File: src/rtl/bvc_pkg.sv
// Constants and carrier types for the converter control register bank
// What this block does
// - Low-select register: gate bit 7, code 6:0
// - Low select: enabled only if pin and gate
// - Gate zero disables despite enable pin high
// - Low select: code and low range drive target
// - Discharge bit 4 connects switch node at off
// - Low select uses forced-PWM bit 7
// - High select uses high register and range
`default_nettype none

package bvc_pkg;

	// Register offsets
	localparam logic [7:0] ADDR_VOLTAGE_SET_SELECT_PIN_HIGH  = 8'h10;
	localparam logic [7:0] ADDR_VOLTAGE_SET_SELECT_PIN_LOW   = 8'h11;
	localparam logic [7:0] ADDR_DISCHARGE  = 8'h12;
	localparam logic [7:0] ADDR_MODE       = 8'h14;
	localparam logic [7:0] ADDR_RANGE_HIGH = 8'h1C;
	localparam logic [7:0] ADDR_RANGE_LOW  = 8'h1D;

	// Field positions
	localparam int ENABLE_GATE_BIT = 7;
	localparam int CODE_MSB        = 6;
	localparam int DISCHARGE_BIT   = 4;
	localparam int PWM_LOW_BIT     = 7;
	localparam int PWM_HIGH_BIT    = 6;
	localparam int RANGE_MSB       = 1;

	// Implemented bit masks
	localparam logic [7:0] MASK_VOLTAGE_SET_SELECT_PIN      = 8'hFF;
	localparam logic [7:0] MASK_DISCHARGE = 8'h10;
	localparam logic [7:0] MASK_MODE      = 8'hC0;
	localparam logic [7:0] MASK_RANGE     = 8'h03;
	localparam logic [7:0] MASK_NONE      = 8'h00;

	// Reset values
	localparam logic [7:0] RST_VOLTAGE_SET_SELECT_PIN_HIGH  = 8'hFF;
	localparam logic [7:0] RST_VOLTAGE_SET_SELECT_PIN_LOW   = 8'hBF;
	localparam logic [7:0] RST_DISCHARGE  = 8'h10;
	localparam logic [7:0] RST_MODE       = 8'h00;

	// Register port request from the serial bus logic
	typedef struct packed {
		logic       wr;
		logic       rd;
		logic [7:0] addr;
		logic [7:0] wdata;
	} bvc_reg_req_t;

	// Converter control outputs
	typedef struct packed {
		logic       enable;
		logic [6:0] code;
		logic [1:0] range;
		logic       forced_pwm;
		logic       discharge_path;
	} bvc_ctrl_t;

	// Whole state of the register bank
	typedef struct packed {
		logic [7:0] voltage_set_select_pin_high;
		logic [7:0] voltage_set_select_pin_low;
		logic [7:0] discharge;
		logic [7:0] mode;
		logic [7:0] range_high;
		logic [7:0] range_low;
		logic [7:0] rdata;
		logic       rvalid;
		bvc_ctrl_t  ctrl;
	} bvc_state_t;

endpackage : bvc_pkg

`default_nettype wire

File: src/rtl/bvc_sync.sv
// Two-flop synchroniser for asynchronous pin inputs
`default_nettype none

module bvc_sync #(
	parameter int W = 2
) (
	// Clock and reset
	input  wire logic         clk,
	input  wire logic         rstn,
	// Asynchronous input and synchronised output
	input  wire logic [W-1:0] d,
	output logic      [W-1:0] q
);

	typedef struct packed {
		logic [W-1:0] s1;
		logic [W-1:0] s2;
	} bvc_sync_state_t;

	bvc_sync_state_t s;
	bvc_sync_state_t next_s;

	always_comb
	begin
		next_s    = s;
		next_s.s1 = d;
		next_s.s2 = s.s1;
	end

	always_ff @(posedge clk or negedge rstn)
	begin
		if (!rstn)
			s <= '0;
		else
			s <= next_s;
	end

	assign q = s.s2;

endmodule : bvc_sync

`default_nettype wire

File: src/rtl/bvc_regs.sv
// Control register bank of the step-down converter with voltage-set selection
`default_nettype none

module bvc_regs #(
	parameter logic [1:0] RANGE_HIGH_RST = 2'h0,
	parameter logic [1:0] RANGE_LOW_RST  = 2'h0
) (
	// Clock and reset
	input  wire logic              clk,
	input  wire logic              rstn,
	// Pins
	input  wire logic              enable_pin,
	input  wire logic              voltage_set_select_pin,
	// Register port
	input  wire bvc_pkg::bvc_reg_req_t reg_req,
	output logic      [7:0]        reg_rdata,
	output logic                   reg_rvalid,
	// Converter control
	output bvc_pkg::bvc_ctrl_t     ctrl
);

	// Implemented bits of a register; zero marks an unmapped offset
	function automatic logic [7:0] reg_mask(input logic [7:0] addr);
		case (addr)
			bvc_pkg::ADDR_VOLTAGE_SET_SELECT_PIN_HIGH:  reg_mask = bvc_pkg::MASK_VOLTAGE_SET_SELECT_PIN;
			bvc_pkg::ADDR_VOLTAGE_SET_SELECT_PIN_LOW:   reg_mask = bvc_pkg::MASK_VOLTAGE_SET_SELECT_PIN;
			bvc_pkg::ADDR_DISCHARGE:  reg_mask = bvc_pkg::MASK_DISCHARGE;
			bvc_pkg::ADDR_MODE:       reg_mask = bvc_pkg::MASK_MODE;
			bvc_pkg::ADDR_RANGE_HIGH: reg_mask = bvc_pkg::MASK_RANGE;
			bvc_pkg::ADDR_RANGE_LOW:  reg_mask = bvc_pkg::MASK_RANGE;
			default:                  reg_mask = bvc_pkg::MASK_NONE;
		endcase
	endfunction : reg_mask

	logic [1:0]          pins_sync;
	logic                en_s;
	logic                sel_high;
	logic [7:0]          wval;
	logic [7:0]          rval;
	logic [7:0]          sel_reg;
	logic [7:0]          sel_range;
	logic                next_enable;
	bvc_pkg::bvc_state_t s;
	bvc_pkg::bvc_state_t next_s;

	bvc_sync #(
		.W (2)
	) u_sync (
		.clk  (clk),
		.rstn (rstn),
		.d    ({enable_pin, voltage_set_select_pin}),
		.q    (pins_sync)
	);

	assign en_s     = pins_sync[1];
	assign sel_high = pins_sync[0];

	always_comb
	begin
		next_s = s;
		wval   = reg_req.wdata & reg_mask(reg_req.addr);
		// Register writes
		if (reg_req.wr)
		begin
			case (reg_req.addr)
				bvc_pkg::ADDR_VOLTAGE_SET_SELECT_PIN_HIGH:  next_s.voltage_set_select_pin_high  = wval;
				bvc_pkg::ADDR_VOLTAGE_SET_SELECT_PIN_LOW:   next_s.voltage_set_select_pin_low   = wval;
				bvc_pkg::ADDR_DISCHARGE:  next_s.discharge  = wval;
				bvc_pkg::ADDR_MODE:       next_s.mode       = wval;
				bvc_pkg::ADDR_RANGE_HIGH: next_s.range_high = wval;
				bvc_pkg::ADDR_RANGE_LOW:  next_s.range_low  = wval;
				default:                  next_s.mode       = s.mode;
			endcase
		end
		// Register reads return the value held before a same-cycle write
		case (reg_req.addr)
			bvc_pkg::ADDR_VOLTAGE_SET_SELECT_PIN_HIGH:  rval = s.voltage_set_select_pin_high;
			bvc_pkg::ADDR_VOLTAGE_SET_SELECT_PIN_LOW:   rval = s.voltage_set_select_pin_low;
			bvc_pkg::ADDR_DISCHARGE:  rval = s.discharge;
			bvc_pkg::ADDR_MODE:       rval = s.mode;
			bvc_pkg::ADDR_RANGE_HIGH: rval = s.range_high;
			bvc_pkg::ADDR_RANGE_LOW:  rval = s.range_low;
			default:                  rval = bvc_pkg::MASK_NONE;
		endcase
		next_s.rvalid = reg_req.rd;
		if (reg_req.rd)
			next_s.rdata = rval & reg_mask(reg_req.addr);
		// Voltage-set selection picks the active register set
		sel_reg   = sel_high ? s.voltage_set_select_pin_high : s.voltage_set_select_pin_low;
		sel_range = sel_high ? s.range_high : s.range_low;
		next_enable = en_s & sel_reg[bvc_pkg::ENABLE_GATE_BIT];
		next_s.ctrl.enable = next_enable;
		next_s.ctrl.code   = sel_reg[bvc_pkg::CODE_MSB:0];
		next_s.ctrl.range  = sel_range[bvc_pkg::RANGE_MSB:0];
		next_s.ctrl.forced_pwm = sel_high ? s.mode[bvc_pkg::PWM_HIGH_BIT]
		                                  : s.mode[bvc_pkg::PWM_LOW_BIT];
		next_s.ctrl.discharge_path = ~next_enable & s.discharge[bvc_pkg::DISCHARGE_BIT];
	end

	always_ff @(posedge clk or negedge rstn)
	begin
		if (!rstn)
		begin
			s            <= '0;
			s.voltage_set_select_pin_high  <= bvc_pkg::RST_VOLTAGE_SET_SELECT_PIN_HIGH;
			s.voltage_set_select_pin_low   <= bvc_pkg::RST_VOLTAGE_SET_SELECT_PIN_LOW;
			s.discharge  <= bvc_pkg::RST_DISCHARGE;
			s.mode       <= bvc_pkg::RST_MODE;
			s.range_high <= {6'h00, RANGE_HIGH_RST};
			s.range_low  <= {6'h00, RANGE_LOW_RST};
		end
		else
			s <= next_s;
	end

	assign reg_rdata  = s.rdata;
	assign reg_rvalid = s.rvalid;
	assign ctrl       = s.ctrl;

endmodule : bvc_regs

`default_nettype wire

File: config.mk
export PLATFORM = sky130hd
export DESIGN_NAME = bvc_regs
export DESIGN_NICKNAME = d
export VERILOG_FILES = /design/src/rtl/bvc_pkg.sv /design/src/rtl/bvc_sync.sv /design/src/rtl/bvc_regs.sv
export SDC_FILE = /design/constraint.sdc
export NUM_CORES = 1
export LEC_CHECK = 0
export BUFFER_PORTS_ARGS = -buffer_cell sky130_fd_sc_hd__clkbuf_2
export CORE_UTILIZATION = 35
export DETAILED_ROUTE_END_ITERATION = 7
export PLACE_DENSITY = 0.64
export REMOVE_ABC_BUFFERS = 1
export SLEW_MARGIN = 20
export SYNTH_ARGS = -nofsm -noshare
export SYNTH_HDL_FRONTEND = slang
export SYNTH_SLANG_ARGS = --single-unit
File: constraint.sdc
create_clock -name clk -period 1.33 [get_ports clk]
set_input_delay 0.1995 -clock clk [delete_from_list [all_inputs] [get_ports clk]]
set_output_delay 0.1995 -clock clk [all_outputs]
set_load 0.02 [all_outputs]
Yosys cells after proc, flatten, opt, wreduce, memory -nomap -nowiden

Cells that the tools add are included.

Add/sub/neg operators: 0
$mul: 0
Divide/modulo/power cells: 0
$lt $le $gt $ge: 0
Equality and inequality tests: 6
Shifts and indexed selects: 0
Mux-type cells: 6
Bitwise logic cells: 5
Reductions and logical operators: 8

Operator list:

| cell               | count |
|---|---|
| $eq 8x5->1 const B | 6 |
| $pmux 8 s6         | 1 |
| $pmux 8 s4         | 1 |
| $and 8x8->8        | 2 |
| $mux 8             | 2 |
| $reduce_and 2->1   | 6 |
| $reduce_or 2->1    | 2 |
| $and 1x1->1        | 2 |
| $mux 2             | 1 |
| $mux 1             | 1 |
| $not 1->1          | 1 |

Flip-flop bits (word level): 73
Bits in latches: 0
RAM bits: 0
ROM bits: 0
Input bits: 22
Memories: 0

Depth between registers and ports, before layout

Gate-level depths: netlist of run 1.

Depth in word-level cells: 5
Mapped depth: 5
Depth with buffers taken out: 4

By module

From an unflattened synthesis of run 1, not the netlist that was laid out.

Cells, all modules: 248
Area, all modules: 2926.6 µm²

By module, submodules not included:

| module   | times used | cells an instance | area each (µm²) | sequential area each (µm²) |
|---|---|---|---|---|
| bvc_regs | 1          | 244               | 2826.5          | 1521.5 |
| bvc_sync | 1          | 4                 | 100.1           | 100.1 |

Worst setup path after synthesis of run 1

OpenSTA, ideal clock, no wires.

Path type: input -> register
Start: input port reg_req[13] in the netlist's numbering
End: register s[29] in the netlist's numbering
Library setup time: 0.125 ns
Arrival: 1.660 ns
Setup slack: -0.455 ns
Cell stages on the path: 4
Path through: or4b_4 > or4_1 > buf_2 > mux2_4

Word-level cells in the longest chain between the ends: 4

RTL lines:

| element                       | RTL line                       | source |
|---|---|---|
| from (decl)                   | bvc_regs.sv:15                 | `input wire bvc_pkg::bvc_reg_req_t reg_req,` |
| $eq 8x5->1 (on tied branches) | bvc_regs.sv:24, bvc_regs.sv:65 |  |
| $reduce_or 2->1 (no line)     | -                              |  |
| $pmux 8 s4                    | bvc_regs.sv:24                 | `case (addr)` |
| $and 8x8->8                   | bvc_regs.sv:61                 | `wval = reg_req.wdata & reg_mask(reg_req.addr);` |
| to (signal assigned)          | bvc_regs.sv:113                | `s <= next_s;` |
| to (decl)                     | bvc_regs.sv:43                 | `bvc_pkg::bvc_state_t s;` |

Several ways; a longest one is shown, not always the timed one.
A chain may end at the register's enable or synchronous reset.

Worst setup path after layout of run 1

Start: input port reg_req[14] in the netlist's numbering
End: register s[30] in the netlist's numbering

Same word-level chain as after synthesis.

==> metrics.yaml, run 1 <==
top_layer_used: "met4"
cts_buffer_depth: 2
ys_seq_area_frac: 0.553
crit_fanout: 5
grt-ovfl-total: 0
cp_cell_sequence: "buf_6, or4b_4, or4_4, mux2_4"
synth_top_area_frac: 0.414
grt_pass1_vias: 2152
synth_ff_type: "dfrtp_1"
cap_viol_max_count: 0
initial_core_util: 0.365
hold_viol: 0
cts_tree: "built"
placed_area_um2: 3460
dp_hpwl_um: 4800
total_leakage_power_nw: 1.85
place_inst: 396
criticalPathCategory: "in2reg"
cpMaxStageDelayCell: "or4b_4"
globalplace.congestion: 0.875
syn2layout_area_growth_pct: 29.3
ys_ff_latch: 66
vias_per_cell: 5.00
cp-start-kind: "primary input"
vias: 2092
yosysTopAreaCell: "dfrtp_1"
whs_ns: 0.0848
firstDrtPassIters: 4
synth_edf_count: 0
clock_sinks: 66
rows: 33
fp.dieW_um: 95.0
ir_drop_mv: 0.615
ios: 43
final_cell_mix: "50 x dfrtp_1, 40 x clkbuf_2, 30 x buf_4"
layout-drive-gt1-share: 0.588
tns_ns: -3.99
worst_slew_pin_slew_ns: 0.462
power_mw: 4.15
core-area_um2: 8300
wl_met2_um: 3260
met3_wirelength_um: 360
violations: "negative setup slack"
nets: 330
min_period_over_period: 1.16
grt_max_degree: 67
min_period_ns: 1.54
cp.arrival_ns: 1.78
wl_met1_um: 3290
fmax_mhz: 650
die_area_um2: 9020
setup_viol: 35
final_common_cell: "dfrtp_1"
layout.cells.non_filler: 418
antennaDiodeCount: 0
holdCritPathClass: "in2reg"
portBuffers: 42
skew_ns: 0.00832
yosysWarnings: 0
async_reset_ff_frac: 1.00
htree_num_levels: 3
grt_use_total: 0.174
final_core_util: 0.471
root_buffer: "clkbuf_8"
synthTopCellsByArea: "dfrtp_1 41%, dfstp_2 14%, mux2_2 8.6%, buf_4 5.2%, mux2_4 4.0%"
crit_required_ns: 1.57
antenna_found_initial: 0
fin_ws_ns: -0.209
syn_inst: 243
rsz0062_at_grt: "yes"
final_cell_area_um2: 3910
status: "complete, but fails checks"
post-place-ws_ns: -0.611
drt_iter0_drc: 157
slew_headroom: 0.691
drv_slew: 0
detail_route.drc_violations: 0
wl_um: 7030
crit_path_end_kind: "register"
clkLatencyLatePin_ns: 0.35
wl_per_cell_um: 16.8
syn_avg_cell_area_um2: 12.5
final.fill_count: 758
cts_buffers: 9
die_y_um: 95.0
powerDensity_nw_per_um2: 1060
max_stage_delay_ns: 0.58
ant_nets: 0
clk_transition_reported_paths_ns: 0.08
ys_types: 44
grt_pass1_wl_um: 11400
netlist_area_um2: 3030
synthesized netlist by cell type, types with 2 or more instances:
cell / n
a211oi_1: 4
a221oi_1: 4
a22o_1: 3
a22oi_1: 5
and2_1: 17
buf_4: 21
clkbuf_1: 6
dfrtp_1: 50
dfstp_2: 16
inv_1: 5
mux2_2: 23
mux2_4: 8
mux2i_1: 7
nand2_1: 12
nand2b_1: 2
nand3_1: 5
nand4_1: 3
nor2_1: 6
nor2b_1: 10
o21ai_0: 5
o22ai_1: 6
or3b_2: 3
sequential cells by signal, summed over array words and instances, names as in the netlist:
| signal | flops |
|---|---|
| reg_rvalid | 1 |
| u_sync.q | 2 |
| u_sync.next_s | 2 |
| s | 41 |
| ctrl | 12 |
| reg_rdata | 8 |
kinds of logic (layout without fill, tap and decap cells):
family | Yosys count | after routing | share of synthesized area
multiplexers | 38 | 38 | 0.148
AND/OR/NAND/NOR | 71 | 72 | 0.145
buffers and inverters | 35 | 104 | 0.0724
AO/OA/AOI/OAI | 33 | 33 | 0.0815
flip-flops | 66 | 66 | 0.553
cell type report:
class,count,area (µm²),area share
clock inverters,6,65.1,0.0166
multi-input cells,143,1300,0.333
flip-flops and latches,66,1670,0.427
well taps,105,131,0.0336
inverters,5,18.8,0.00480
clock buffers,10,138,0.0352
repair buffers,83,583,0.149
metal layers:
metal	global-route usage	vias to the layer above
met5	0	-
met4	0.0770	0
met3	0.0427	14
met2	0.265	59
met1	0.234	1033
li1	-	986
worst max-delay path, delay by kind of cell:
kind | cells | cell delay [ns]
simple gates | 2 | 1.16
buf+inv | 1 | 0.09
mux | 1 | 0.32
power breakdown:
| part | internal (mW) | total, mW | switching (mW) |
|---|---|---|---|
| clock | 0.919 | 1.72 | 0.798 |
| combinational | 0.157 | 0.352 | 0.195 |
| sequential | 2.06 | 2.08 | 0.0235 |
| total | 3.13 | 4.15 | 1.02 |
worst paths after layout:
path	startpoint	to	slack (ns)	cells past startpoint
max	reg_req[14]	s[30]	-0.21	4
min	reg_req[7]	s[68]	0.08	3
max reg2reg	s[61]	reg_rdata[0]	-0.10	4
min reg2reg	u_sync.next_s[0]	u_sync.q[0]	0.35	0
max in group asynchronous	rstn	s[55]	0.60	3
min in group asynchronous	rstn	ctrl[4]	0.38	3
what timing repair did:
| item | CTS | global route |
|---|---|---|
| endpoints found under the hold margin | 52 | 0 |
| endpoints found under the setup margin | 43 | 36 |
| pin swaps | 18 | 17 |
| cloned | 1 | 0 |
| setup buffers | 1 | 1 |
| hold buffers | 3 | 0 |
| gates resized for setup | 25 | 26 |
Note: power is estimated with default switching activity, not from simulation.
==> run 2, diff against run 1 <==
--- a/config.mk
+++ b/config.mk
@@ -8,7 +8,7 @@
 export BUFFER_PORTS_ARGS = -buffer_cell sky130_fd_sc_hd__clkbuf_2
 export CORE_UTILIZATION = 35
 export DETAILED_ROUTE_END_ITERATION = 7
-export PLACE_DENSITY = 0.64
+export PLACE_DENSITY = 0.59
 export REMOVE_ABC_BUFFERS = 1
 export SLEW_MARGIN = 20
 export SYNTH_ARGS = -nofsm -noshare
==> run 2 against run 1 <==
  * The flow still finishes with violations (negative setup slack)
  * Worst setup slack improved by 0.013 ns
  * Count of clock-buffer cells in the layout fell by 1
  * Via count grew 1.3%
  * First-iteration DRC count decreased by 12%
  * Highest routed layer unchanged
  * Combinational power is 1% lower
  * Largest cell class unchanged
==> metrics.yaml, run 2 (synthesis gave the netlist of run 1 again) <==
skew_ns: 0.00905  # was 0.00832 ns
die_y_um: 95.0  # unchanged
fmax_mhz: 655  # was 650 MHz
vias_per_cell: 5.08  # was 5.00
firstDrtPassIters: 4  # unchanged
root_buffer: "clkbuf_8"  # unchanged
grt_pass1_wl_um: 11300  # was 11400 µm
drv_slew: 0  # unchanged
cpMaxStageDelayCell: "or4_4"  # was or4b_4
worst_slew_pin_slew_ns: 0.453  # was 0.462 ns
hold_viol: 0  # unchanged
grt_max_degree: 67  # unchanged
core-area_um2: 8300  # unchanged
htree_num_levels: 3  # unchanged
clock_sinks: 66  # unchanged
ir_drop_mv: 0.539  # was 0.615 mV
crit_path_end_kind: "register"  # unchanged
clk_transition_reported_paths_ns: 0.08  # about the same
layout.cells.non_filler: 417  # was 418
clkLatencyLatePin_ns: 0.35  # about the same
post-place-ws_ns: -0.608  # was -0.611 ns
slew_headroom: 0.697  # was 0.691
cp.arrival_ns: 1.80  # was 1.78 ns
rows: 33  # unchanged
regMostFlops: "s"  # unchanged
wl_per_cell_um: 16.9  # was 16.8 µm
min_path_cells: 3  # unchanged
fp.dieW_um: 95.0  # unchanged
whs_ns: 0.0626  # was 0.0848 ns
final_common_cell: "dfrtp_1"  # unchanged
wl_um: 7040  # was 7030 µm
cap_viol_max_count: 0  # unchanged
drt_iter0_drc: 138  # was 157
crit_cells: 4  # unchanged
cp_cell_sequence: "buf_6, or4b_4, or4_4, mux2_4"  # unchanged
cts_tree: "built"  # unchanged
status: "complete, but fails checks"  # unchanged
largest_reg_flops: 41  # unchanged
globalplace.congestion: 0.845  # was 0.875
ant_nets: 0  # unchanged
rsz0062_at_grt: "yes"  # unchanged
total_leakage_power_nw: 1.84  # was 1.85 nW
cts_buffers: 9  # unchanged
violations: "negative setup slack"  # unchanged
min_period_ns: 1.53  # was 1.54 ns
vias: 2120  # was 2092
ios: 43  # unchanged
grt-ovfl-total: 0  # unchanged
r2r_cells: 4  # unchanged
crit_required_ns: 1.60  # was 1.57 ns
max_stage_delay_ns: 0.60  # was 0.58 ns
grt_use_total: 0.174  # about the same
cts_buffer_depth: 2  # unchanged
place_inst: 393  # was 396
portBuffers: 42  # unchanged
powerDensity_nw_per_um2: 1100  # was 1060 nW/µm²
cp-start-kind: "primary input"  # unchanged
criticalPathCategory: "in2reg"  # unchanged
holdCritPathClass: "in2reg"  # unchanged
crit_fanout: 5  # unchanged
grt_pass1_vias: 2099  # was 2152
setup_viol: 35  # unchanged
final_cell_mix: "50 x dfrtp_1, 40 x clkbuf_2, 29 x buf_4"  # was 50 x dfrtp_1, 40 x clkbuf_2, 30 x buf_4
antenna_found_initial: 0  # unchanged
initial_core_util: 0.365  # unchanged
detail_route.drc_violations: 0  # unchanged
path_buf_inv: 1  # unchanged
syn2layout_area_growth_pct: 30.3  # was 29.3%
nets: 329  # was 330
power_mw: 4.34  # was 4.15 mW
fin_ws_ns: -0.196  # was -0.209 ns
path_delay_family: "simple AND/OR/NAND/NOR gates"  # unchanged
die_area_um2: 9020  # unchanged
antennaDiodeCount: 0  # unchanged
dp_hpwl_um: 4700  # was 4800 µm
min_period_over_period: 1.15  # was 1.16
layout-drive-gt1-share: 0.596  # was 0.588
[run 2: worst reg2reg max path, stage by stage (launching register included)]
cell	delay (ns)
dfstp_2	0.53
or3b_4	0.37
a211oi_2	0.25
a221oi_2	0.06
o22ai_1	0.10
[run 2: timing repair]
action / CTS / global route
pin swaps: 15 / 12
hold buffers: 3 / 0
cloned: 1 / 0
gates resized for setup: 37 / 18
endpoints found under the hold margin: 52 / 0
endpoints found under the setup margin: 43 / 38
buffers inserted: 1 / 3
[run 2: worst paths after layout]
kind | from | to | slack [ns]
setup reg to reg | s[66] | reg_rdata[5] | -0.05
min in group asynchronous | rstn | reg_rvalid | 0.38
setup / recovery | reg_req[14] | s[63] | -0.20
hold / removal | reg_req[6] | s[67] | 0.06
max in group asynchronous | rstn | s[53] | 0.58
hold reg to reg | u_sync.next_s[0] | u_sync.q[0] | 0.35
[run 2: per-stage QoR]
stage / setup TNS, ns / area, µm² / utilization
3_3_place_gp: -21.66 / 3450 / 0.416
6_report: -3.84 / 3940 / 0.475
5_1_grt: -3.95 / 3940 / 0.475
3_5_place_dp: -22.00 / 3450 / 0.416
2_1_floorplan: -12.18 / 2830 / -
4_1_cts: -3.09 / 3850 / 0.464
[run 2: report_power, final]
group	internal (mW)	switching, mW	leakage, nW	total [mW]
combinational	0.152	0.196	0.885	0.348
clock	1.07	0.843	0.106	1.91
sequential	2.06	0.0225	0.850	2.08
total	3.28	1.06	1.84	4.34
[run 2: per-layer routing]
layer  routed length [µm]  vias up  global-route usage
met5                    0        -                   0
met4                  124        0              0.0657
met3                  427       14              0.0572
met2                 3160       69               0.252
met1                 3330     1055               0.239
li1                     -      982                   -
[run 2: area by class of cell]
| cell class | instances | area (µm²) |
|---|---|---|
| Clock buffer | 9 | 124 |
| Clock inverter | 7 | 101 |
| Inverter | 5 | 18.8 |
| Multi-Input combinational cell | 143 | 1310 |
| Fill cell | 768 | 4360 |
| Sequential cell | 66 | 1670 |
| Timing Repair Buffer | 82 | 581 |
| Tap cell | 105 | 131 |
